## config.mk

```make
export PLATFORM = sky130hd
export DESIGN_NAME = rre_exec
export DESIGN_NICKNAME = d
export VERILOG_FILES = /design/src/rtl/rre_pkg.sv /design/src/rtl/rre_rotate.sv /design/src/rtl/rre_exec.sv
export VERILOG_INCLUDE_DIRS = /design/src /design/src/rtl
export SDC_FILE = /design/constraint.sdc
export NUM_CORES = 1
export LEC_CHECK = 0
export BUFFER_PORTS_ARGS = -buffer_cell sky130_fd_sc_hd__buf_4
export CAP_MARGIN = 25
export CORE_ASPECT_RATIO = 0.7
export CORE_UTILIZATION = 51
export CTS_CLUSTER_DIAMETER = 150
export DETAILED_ROUTE_END_ITERATION = 10
export GPL_ROUTABILITY_DRIVEN = 0
export PLACE_DENSITY_LB_ADDON = 0.25
export SYNTH_ARGS = -nofsm -noshare
export SYNTH_HDL_FRONTEND = slang
export SYNTH_SLANG_ARGS = --single-unit
```

## constraint.sdc

```tcl
create_clock -name i_clk_sys -period 2.6 [get_ports i_clk_sys]
set_clock_uncertainty 0.1 [all_clocks]
set_input_delay 0.65 -clock i_clk_sys [delete_from_list [all_inputs] [get_ports i_clk_sys]]
set_output_delay 0.65 -clock i_clk_sys [all_outputs]
set_load 0.005 [all_outputs]
```

## src/rtl/rre_regs.svh

```systemverilog
/*
  Constants of the return and rotate execution block: opcode patterns,
  flag bit positions, bank mapping, phase counts and reset values.
  Assumes it is included by bare name from the package and from rre_exec.
*/
`ifndef RRE_REGS_SVH
`define RRE_REGS_SVH

// ==========================================================================
// Opcode patterns
`define RRE_RET_MASK 16'hfffe
`define RRE_RET_PAT 16'h0012
`define RRE_RLC_TOP 6'h0d
`define RRE_RLN_TOP 6'h11

// ==========================================================================
// Opcode field positions
`define RRE_QUICK_BIT 0
`define RRE_TARGET_BIT 9
`define RRE_BANKSEL_BIT 8

// ==========================================================================
// Flag register layout
`define RRE_FLAG_C 0
`define RRE_FLAG_DC 1
`define RRE_FLAG_Z 2
`define RRE_FLAG_OV 3
`define RRE_FLAG_N 4

// ==========================================================================
// Quick-access bank mapping
`define RRE_ACCESS_SPLIT 8'h80
`define RRE_ACCESS_LO_BANK 4'h0
`define RRE_ACCESS_HI_BANK 4'hf

// ==========================================================================
// Phase counts
`define RRE_Q1 2'h0
`define RRE_Q2 2'h1
`define RRE_Q3 2'h2
`define RRE_Q4 2'h3

// ==========================================================================
// Reset values
`define RRE_ACC_RST 8'h00
`define RRE_FLAGS_RST 5'h00
`define RRE_BSR_RST 4'h0
`define RRE_PC_RST 21'h000000
`define RRE_ADDR_RST 12'h000

`endif

```

## src/rtl/rre_pkg.sv

```systemverilog
/*
  Types of the return and rotate execution block.
  Assumes rre_regs.svh is on the include path.
*/
`include "rre_regs.svh"

package rre_pkg;

  // ========================================================================
  // Operation in flight
  typedef enum logic [1:0] {
    RRE_IDLE,
    RRE_RET,
    RRE_RLC,
    RRE_RLN
  } rre_op_t;

  // ========================================================================
  // Whole state of the execution unit
  typedef struct packed {
    logic [1:0] q;
    rre_op_t op;
    logic nop_cycle;
    logic quick;
    logic to_file;
    logic [7:0] operand;
    logic [7:0] acc;
    logic [4:0] flags;
    logic [3:0] bank_select_reg;
    logic ready;
    logic [11:0] file_addr;
    logic file_re;
    logic file_we;
    logic [7:0] file_wdata;
    logic pc_load;
    logic [20:0] pc_value;
    logic stack_pop;
    logic ignored;
  } rre_state_t;

endpackage

```

## src/rtl/rre_rotate.sv

```systemverilog
/*
  Single-bit left rotator, with or without the carry in the loop.
  Purely combinational; the caller registers every result.
*/
`timescale 1ns/10ps
`default_nettype none

module rre_rotate (
  // Operand
  input wire logic [7:0] i_operand,
  input wire logic i_carry_in,
  input wire logic i_via_carry,
  // Result
  output logic [7:0] o_result,
  output logic o_carry_out,
  output logic o_negative,
  output logic o_zero
);

  // ========================================================================
  // Rotate
  always_comb begin
    if (i_via_carry) begin
      o_result = {i_operand[6:0], i_carry_in};
    end else begin
      o_result = {i_operand[6:0], i_operand[7]};
    end
    o_carry_out = i_operand[7];
    o_negative = o_result[7];
    o_zero = (o_result == 8'h00);
  end

endmodule

`default_nettype wire

```

## src/rtl/rre_exec.sv

```systemverilog
/*
  Execution unit for subroutine exit and the two left rotates.
  Assumes a core that offers one opcode per four-phase instruction
  cycle on the same clock, a data memory that answers a read in the
  same cycle, and an external return stack that pops on a pulse.
*/
// Functional notes
// - Decode 0000 0000 0001 001x as subroutine exit
// - Exit pops stack into PC, two cycles
// - Quick bit set: restore accumulator, flags, bank
// - Quick bit clear: shadows leave registers alone
// - Exit touches no PC latch; flags change only with the quick bit set
// - Upper bits 001101 decode rotate through carry
// - Shift left, bit 7 to carry, carry in
// - Carry rotate sets C, N, Z in one cycle
// - Target bit picks accumulator or file register
// - Bank bit picks quick bank or bank register
`timescale 1ns/10ps
`default_nettype none
`include "rre_regs.svh"

module rre_exec (
  // Clock and reset
  input wire logic i_clk_sys,
  input wire logic i_reset_n,
  // Instruction issue
  input wire logic i_op_valid,
  input wire logic [15:0] i_opcode,
  output logic o_ready,
  output logic o_ignored,
  // Return stack and program counter
  input wire logic [20:0] i_stack_top_entry,
  output logic o_stack_pop,
  output logic o_pc_load,
  output logic [20:0] o_pc_value,
  // Shadow registers
  input wire logic [7:0] i_working_shadow,
  input wire logic [4:0] i_flags_shadow,
  input wire logic [3:0] i_bank_select_shadow,
  // Writes from the rest of the core
  input wire logic i_acc_wr,
  input wire logic [7:0] i_acc_wdata,
  input wire logic i_flags_wr,
  input wire logic [4:0] i_flags_wdata,
  input wire logic i_bsr_wr,
  input wire logic [3:0] i_bsr_wdata,
  // Core registers
  output logic [7:0] o_accumulator_reg,
  output logic [4:0] o_flags_reg,
  output logic [3:0] o_bank_select_reg,
  // Data memory
  output logic [11:0] o_file_addr,
  output logic o_file_re,
  input wire logic [7:0] i_file_rdata,
  output logic o_file_we,
  output logic [7:0] o_file_wdata
);
  import rre_pkg::*;

  rre_state_t s;
  rre_state_t next_s;
  logic [7:0] rot_result;
  logic rot_carry;
  logic rot_neg;
  logic rot_zero;

  // ========================================================================
  // Bank mapping
  function automatic logic [11:0] bank_addr(input logic use_bsr,
                                            input logic [3:0] bank_select_reg,
                                            input logic [7:0] addr);
    logic [3:0] bank;
    bank = bank_select_reg;
    if (!use_bsr) begin
      // Quick bank: low half from bank 0, high half from the top bank
      if (addr < `RRE_ACCESS_SPLIT) begin
        bank = `RRE_ACCESS_LO_BANK;
      end else begin
        bank = `RRE_ACCESS_HI_BANK;
      end
    end
    return {bank, addr};
  endfunction

  // ========================================================================
  // Rotator
  rre_rotate u_rotate (
    .i_operand(s.operand),
    .i_carry_in(s.flags[`RRE_FLAG_C]),
    .i_via_carry(s.op == RRE_RLC),
    .o_result(rot_result),
    .o_carry_out(rot_carry),
    .o_negative(rot_neg),
    .o_zero(rot_zero)
  );

  // ========================================================================
  // Next state
  always_comb begin
    next_s = s;
    next_s.q = s.q + 2'h1;
    next_s.file_re = 1'b0;
    next_s.file_we = 1'b0;
    next_s.pc_load = 1'b0;
    next_s.stack_pop = 1'b0;
    next_s.ignored = 1'b0;
    // Core writes yield to this unit's own writes below
    if (i_acc_wr) begin
      next_s.acc = i_acc_wdata;
    end
    if (i_flags_wr) begin
      next_s.flags = i_flags_wdata;
    end
    if (i_bsr_wr) begin
      next_s.bank_select_reg = i_bsr_wdata;
    end
    case (s.q)
      `RRE_Q1: begin
        if (s.ready && i_op_valid) begin
          next_s.quick = i_opcode[`RRE_QUICK_BIT];
          next_s.to_file = i_opcode[`RRE_TARGET_BIT];
          next_s.file_addr = bank_addr(i_opcode[`RRE_BANKSEL_BIT],
                                       s.bank_select_reg, i_opcode[7:0]);
          if ((i_opcode & `RRE_RET_MASK) == `RRE_RET_PAT) begin
            next_s.op = RRE_RET;
          end else if (i_opcode[15:10] == `RRE_RLC_TOP) begin
            next_s.op = RRE_RLC;
            next_s.file_re = 1'b1;
          end else if (i_opcode[15:10] == `RRE_RLN_TOP) begin
            next_s.op = RRE_RLN;
            next_s.file_re = 1'b1;
          end else begin
            next_s.ignored = 1'b1;
          end
        end
      end
      `RRE_Q2: begin
        if (s.op == RRE_RLC || s.op == RRE_RLN) begin
          next_s.operand = i_file_rdata;
        end
      end
      `RRE_Q3: begin
        case (s.op)
          RRE_RET: begin
            // Pop lands in Q4; PC latches are not this unit's to touch
            next_s.stack_pop = 1'b1;
            next_s.pc_load = 1'b1;
            next_s.pc_value = i_stack_top_entry;
            if (s.quick) begin
              next_s.acc = i_working_shadow;
              next_s.flags = i_flags_shadow;
              next_s.bank_select_reg = i_bank_select_shadow;
            end
            // Quick clear: no shadow copy, flags as before
          end
          RRE_RLC, RRE_RLN: begin
            if (s.to_file) begin
              next_s.file_we = 1'b1;
              next_s.file_wdata = rot_result;
            end else begin
              next_s.acc = rot_result;
            end
            next_s.flags[`RRE_FLAG_N] = rot_neg;
            next_s.flags[`RRE_FLAG_Z] = rot_zero;
            if (s.op == RRE_RLC) begin
              next_s.flags[`RRE_FLAG_C] = rot_carry;
            end
          end
          default: begin
          end
        endcase
      end
      `RRE_Q4: begin
        // Exit spends one more whole cycle doing nothing
        next_s.nop_cycle = (s.op == RRE_RET);
        next_s.op = RRE_IDLE;
      end
      default: begin
      end
    endcase
    next_s.ready = (next_s.q == `RRE_Q1) && !next_s.nop_cycle;
    if (s.q == `RRE_Q4 && s.nop_cycle) begin
      next_s.nop_cycle = 1'b0;
      next_s.ready = 1'b1;
    end
  end

  // ========================================================================
  // State register
  always_ff @(posedge i_clk_sys or negedge i_reset_n) begin
    if (!i_reset_n) begin
      s <= '{q: `RRE_Q1, op: RRE_IDLE, nop_cycle: 1'b0, quick: 1'b0,
             to_file: 1'b0, operand: 8'h00, acc: `RRE_ACC_RST,
             flags: `RRE_FLAGS_RST, bank_select_reg: `RRE_BSR_RST, ready: 1'b0,
             file_addr: `RRE_ADDR_RST, file_re: 1'b0, file_we: 1'b0,
             file_wdata: 8'h00, pc_load: 1'b0, pc_value: `RRE_PC_RST,
             stack_pop: 1'b0, ignored: 1'b0};
    end else begin
      s <= next_s;
    end
  end

  // ========================================================================
  // Outputs
  assign o_ready = s.ready;
  assign o_ignored = s.ignored;
  assign o_stack_pop = s.stack_pop;
  assign o_pc_load = s.pc_load;
  assign o_pc_value = s.pc_value;
  assign o_accumulator_reg = s.acc;
  assign o_flags_reg = s.flags;
  assign o_bank_select_reg = s.bank_select_reg;
  assign o_file_addr = s.file_addr;
  assign o_file_re = s.file_re;
  assign o_file_we = s.file_we;
  assign o_file_wdata = s.file_wdata;

endmodule

`default_nettype wire

```

==> results of run 1 <==
==> final cells by class <==
cell class                 instances  area [um^2]
sequential                        77         1930
inverter                           5         18.8
timing repair buffer             152         1140
fill                             571         2520
multi-input combinational        170         1390
clock inverter                     4         47.5
tap                               98          123
clock buffer                      12          145
==> cells by family (layout without fill, tap and decap cells) <==
| logic type | Yosys count | after routing | share of synthesized area, % |
|---|---|---|---|
| mux | 64 | 64 | 18.2 |
| simple gates | 53 | 53 | 8.62 |
| flops | 77 | 77 | 49.9 |
| compound gates | 49 | 49 | 7.94 |
| fa+ha+maj | 4 | 4 | 1.30 |
| buf+inv | 78 | 173 | 14.1 |
==> stage by stage <==
stage	hold WS, ns	setup WS, ns	utilization (%)	std cells	area (um^2)
after floorplan	0.254	0.794	-	325	3860
after CTS	0.180	0.518	65.5	518	4790
after detailed placement	0.378	0.515	62.9	502	4600
after global placement	0.371	0.564	62.9	502	4600
after global routing	0.192	0.358	65.5	518	4790
final	0.166	0.535	65.5	518	4790
==> path summary, 6_finish.rpt <==
check / start / end / cells past startpoint
max in group asynchronous: i_reset_n / o_file_wdata[0] / 2
min in group i_clk_sys: o_pc_value[0] / o_pc_value[0] / 1
hold / removal: i_reset_n / s[76] / 1
setup reg to reg: s[77] / o_file_wdata[1] / 4
hold reg to reg: o_pc_value[0] / o_pc_value[0] / 1
setup / recovery: s[77] / o_file_wdata[1] / 4
==> placed cells by master (no fill, tap or decap), types with 2 or more instances in the layout <==
cell / n
buf_4: 152
mux2_1: 26
clkbuf_1: 2
nand3_1: 4
ha_1: 4
nor2_1: 5
o21ai_1: 16
clkinv_2: 2
o22ai_1: 5
clkbuf_8: 10
o21ai_0: 3
mux2i_1: 17
a21oi_1: 9
nor2b_1: 5
nor3b_1: 6
a22oi_1: 3
a32oi_1: 2
mux2_2: 20
and3b_1: 2
inv_1: 4
nand2_1: 17
dfrtp_1: 77
==> power groups by stage <==
stage / Combinational (mW) / Clock [mW] / Sequential [mW]
after detailed placement: 0.374 / 0 / 1.38
after CTS: 0.374 / 0.903 / 1.35
after global placement: 0.367 / 0 / 1.37
after floorplan: 0.219 / 0 / 1.35
final: 0.368 / 0.878 / 1.35
after global routing: 0.404 / 0.962 / 1.36
==> worst reg2reg max path: stages, from the launching register on <==
cell and delay [ns]:
dfrtp_1 0.40, inv_1 0.11, ha_1 0.37, nand3_1 0.47, mux2_1 0.48
==> per-layer routing <==
metal,wire (um),GRT usage (%),part of all wire (%),vias to the layer above
met1,3690,28.9,46,1240
met3,594,6.67,7.4,12
met2,3590,31.8,45,117
met5,0,0,0,-
met4,128,9.41,1.6,0
li1,-,-,-,1259
==> metrics, run 1 <==
flip-flop count of the largest register after layout=21; total track usage=21.2%; Seq cells post-synth=77; Reg power frac=52.1%; maximum vdd drop=286 uV; Cells after Synth=325; sum of negative setup slack=0 ns; dpl hpwl=6.13 mm; Crit Path Class=flop to flop; top cells by area, synth=dfrtp_1 (50%), buf_4 (11%), mux2_1 (7.6%); Routed Antenna Nets=0; fin crit share=79.4%; CP top delay family=multiplexers; Tot Pwr=2.60 mW; crit path DAT=2.18 ns; cts hold-fix bufs=0; Synth Net Count=414; Max Freq=484 MHz; clock network power share=33.8%; Initial Utilization=52.8%; top-area cell type share of the netlist area=49.9%; vias in the first global route=2539; postcts setup bufs=0; Post-synth ARST share=100%; vertical die dimension=74.8 um; grt total ovfl=0; row count=26; share of layout cells above drive strength 1=46.7%; Mapped Area=0.00386 mm^2; sequential element share of the synthesized area=49.9%; Final Max Tran Viols=0; unique cell type count in the Yosys netlist=50; area grow syn2layout=24.1%; Avg WL per Cell=15.5 um; die area=0.00793 mm^2; clk sinks=77; Leak=2.41 nW; Worst setup EP type=flop; total number of vias=2628; Worst Path Max Fanout=10; Psw=0.612 mW; combinational power share=14.2%; Worst Path Buf+Inv=1; first-pass GRT wire length=12.7 mm; Net Sw Frac=23.5%; I/O Pins=149; CTS tree=yes; Post-Route WL=8.01 mm; DRC Markers=0; synth warn=0; largest net degree at the start of global routing=39; prevailing post-synth register cell=dfrtp_1; Layout Nets=504; Worst-Margin Slew=0.602 ns; H-tree depth=3; post-DR vias/cell=5.07; max_slew headroom=59.9%; CP max stage delay=0.48 ns; I/O Buffers=148; synth cell count leaders=dfrtp_1 (77), buf_4 (59), mux2_1 (26), mux2_2 (20); Resized cells post-CTS=0; Avg Synthesized Cell Area=11.9 um^2; n_diodes=0; Required @ worst endpoint=2.72 ns; RSZ-0062 raised after global routing=false; Die Width=106 um; Max Cap Violations=0; drt pass-1 iters=5; Period minus WS final=2.07 ns; Root Buffer=clkbuf_8; startpoint types=flop; CP Cell Sequence=inv_1 -> ha_1 -> nand3_1 -> mux2_1; R2R setup slack=0.53 ns; Core Region=0.00732 mm^2; Worst path slowest cell=mux2_1; clock tree buffer depth=2; Final Hold Vio Count=0; most frequent cell after synthesis=dfrtp_1; clock-pin slew on the worst setup and hold paths=0.08 ns; Skew-Pair Late Insertion Delay=0.34 ns; status=completed; cell type with the largest total area after synthesis=dfrtp_1; EDFF count, synth=0; Int Pwr=1.99 mW; cell area power density=542 mW/mm^2; Initial DRC Count=114; Setup violations, final=0; initial antenna violation count=0; TritonCTS Buffers=9; Hold Path Class=primary input to async pin
No activity file was read; power rests on OpenSTA's default activity.
==> run 2: changes to the inputs <==
--- a/config.mk
+++ b/config.mk
@@ -9,7 +9,7 @@
 export BUFFER_PORTS_ARGS = -buffer_cell sky130_fd_sc_hd__buf_4
 export CAP_MARGIN = 25
 export CORE_ASPECT_RATIO = 0.7
-export CORE_UTILIZATION = 51
+export CORE_UTILIZATION = 44
 export CTS_CLUSTER_DIAMETER = 150
 export DETAILED_ROUTE_END_ITERATION = 10
 export GPL_ROUTABILITY_DRIVEN = 0
==> constraint.sdc (replaced) <==
create_clock -name i_clk_sys -period 1.7 [get_ports i_clk_sys]
set_clock_uncertainty 0.1 [all_clocks]
set_input_delay 0.425 -clock i_clk_sys [delete_from_list [all_inputs] [get_ports i_clk_sys]]
set_output_delay 0.425 -clock i_clk_sys [all_outputs]
set_load 0.005 [all_outputs]
==> run 2 against run 1 <==
Effect of this change:
- the run now ends with negative setup slack left
- die area rose by 16%
- via count grew 5.9%
- critical endpoint is now s[75]
- setup slack worse by 0.61 ns
- largest power group unchanged
- critical path type unchanged
- sequential power grew 53%
- global-route usage fell by 1.9 points
- non-clock buffer count rose by 20
- first-iteration DRC count increased by 19%
==> metrics, run 2 (synthesis results as in run 1) <==
Layout Nets=525 (+4.2%); Avg WL per Cell=15.8 um (+2.4%); Skew-Pair Late Insertion Delay=0.33 ns (about the same); cell area power density=880 mW/mm^2 (+62%); flip-flop count of the largest register after layout=21 (unchanged); Setup violations, final=22 (+22); die area=0.00916 mm^2 (+16%); final instance area=0.00535 mm^2 (+11%); CTS tree=yes; crit path DAT=1.89 ns (-0.29 ns); initial antenna violation count=0 (unchanged); maximum vdd drop=606 uV (+110%); CP Cell Sequence=inv_2 -> ha_4 -> and3b_2 -> o211ai_1 -> o221a_2 -> mux2_4; cts hold-fix bufs=0 (unchanged); vias in the first global route=2727 (+7.4%); commonest cells after routing, fill and taps aside=buf_4 (164), dfrtp_1 (77), mux2_4 (22); total track usage=19.3% (-1.9 points); Crit Path Class=flop to flop; failing checks=negative setup slack; setup slack after layout=-0.0778 ns (-0.612 ns); clk sinks=77 (unchanged); Hold Path Class=primary input to async pin; I/O Pins=149 (unchanged); Core Region=0.00848 mm^2 (+16%); Die Width=114 um (+7.5%); Period minus WS final=1.78 ns (-0.288 ns); Max Cap Violations=0 (unchanged); Initial Utilization=45.6% (-7.2 points); TritonCTS Buffers=9 (unchanged); hold slack final=0.0112 ns (-0.155 ns); grt total ovfl=0 (unchanged); fin crit share=105% (+25 points); Worst path slowest cell=dfrtp_1; DRC Markers=0 (unchanged); Final Core Density=63.0% (-2.5 points); most common cell after layout, fill and taps aside=buf_4; total number of vias=2783 (+5.9%); startpoint types=flop; sum of negative setup slack=-1.02 ns (-1.02 ns); share of layout cells above drive strength 1=58.2% (+12 points); Routed Antenna Nets=0 (unchanged); Placed Cells=538 (+7.2%); I/O Buffers=148 (unchanged); Root Buffer=clkbuf_16; Final Max Tran Viols=0 (unchanged); dpl hpwl=6.07 mm (-0.95%); n_diodes=0 (unchanged); Required @ worst endpoint=1.82 ns (-0.90 ns); CP max stage delay=0.37 ns (-0.11 ns); Layout Cells excl Fill=560 (+8.1%); post-DR vias/cell=4.97 (-2.0%); H-tree depth=3 (unchanged); Worst-Margin Slew=0.415 ns (-0.187 ns); Crit. Startpoint=s[77]; Initial DRC Count=136 (+19%); clock tree buffer depth=2 (unchanged); dpl cell area=0.00482 mm^2 (+4.8%); area grow syn2layout=38.4%; worst r2r src=s[77]; vertical die dimension=80.4 um (+7.5%); RSZ-0062 raised after global routing=true; Leak=2.61 nW (+8.1%); largest net degree at the start of global routing=78 (+100%); clock-pin slew on the worst setup and hold paths=0.06 ns (-0.02 ns); first-pass GRT wire length=13.4 mm (+6.1%); drt pass-1 iters=4 (-1); Reg2Reg Depth=6 (+2); max_slew headroom=72.4% (+12 points); status=finished, violations left; Post-Route WL=8.86 mm (+11%); row count=28 (+7.7%); Final Hold Vio Count=0 (unchanged); Worst setup EP type=flop; Worst Path Max Fanout=4 (-6); Max Freq=563 MHz (+16%)
==> run 2: cell types whose count changed in the layout (fill, tap and decap cells not counted), sizes merged <==
| cell | before | now |
|---|---|---|
| and2 | 1 | 2 |
| buf | 152 | 172 |
| bufinv | 1 | 2 |
| clkbuf | 12 | 11 |
| clkinv | 2 | 1 |
==> run 2: timing repair <==
action                     4_1_cts  5_1_grt
setup endpoints to repair       22       41
pin swaps                        2        6
gates resized for setup         23       18
cloned                           1        2
setup buffers                    0        4
==> run 2: worst paths after layout <==
| path | to | slack, ns |
|---|---|---|
| worst max-delay path | s[75] | -0.08 |
| worst min-delay path | o_file_wdata[5] | 0.01 |
| worst max register to register | s[75] | -0.08 |
| worst min register to register | o_file_wdata[0] | 0.38 |
| max in group asynchronous | o_file_addr[6] | 1.16 |
| min in group i_clk_sys | o_bank_select_reg[1] | 0.20 |
==> run 2: layout make-up <==
class | instances | area, um^2
fill | 709 | 3130
sequential | 77 | 1930
multi-input combinational | 171 | 1550
timing repair buffer | 172 | 1380
clock buffer | 11 | 243
tap | 120 | 150
clock inverter | 4 | 72.6
inverter | 5 | 18.8
==> run 2: per-layer routing <==
metal / up-vias / global-route usage [%] / share of wire (%)
met5: - / 0 / 0
met4: 0 / 5.97 / 0.91
met3: 9 / 6.11 / 7.7
met2: 113 / 29.0 / 44
met1: 1351 / 26.5 / 47
li1: 1310 / - / -
==> run 2: where the power goes <==
group / switching (mW) / total, mW / internal (mW) / leakage (nW)
Combinational: 0.221 / 0.616 / 0.396 / 1.48
Clock: 0.706 / 2.02 / 1.31 / 0.152
Sequential: 0.0982 / 2.07 / 1.97 / 0.977
==> run 2: critical path: cells and delay by family, from the launching register on <==
family                   cells  cell delay, ns
AND/OR/NAND/NOR              1            0.20
buffers and inverters        1            0.07
multiplexers                 1            0.29
flip-flops                   1            0.37
adder cells (fa/ha/maj)      1            0.27
AO/OA/AOI/OAI                2            0.36
==> run 2: through the flow <==
| stage | power, mW | setup slack, ns |
|---|---|---|
| 6_report | 4.70 | -0.0778 |
| 5_1_grt | 4.89 | -0.135 |
| 4_1_cts | 4.76 | -0.0789 |
| 3_5_place_dp | 2.68 | -0.130 |
| 3_3_place_gp | 2.67 | -0.0865 |
| 2_1_floorplan | 2.39 | -0.0296 |
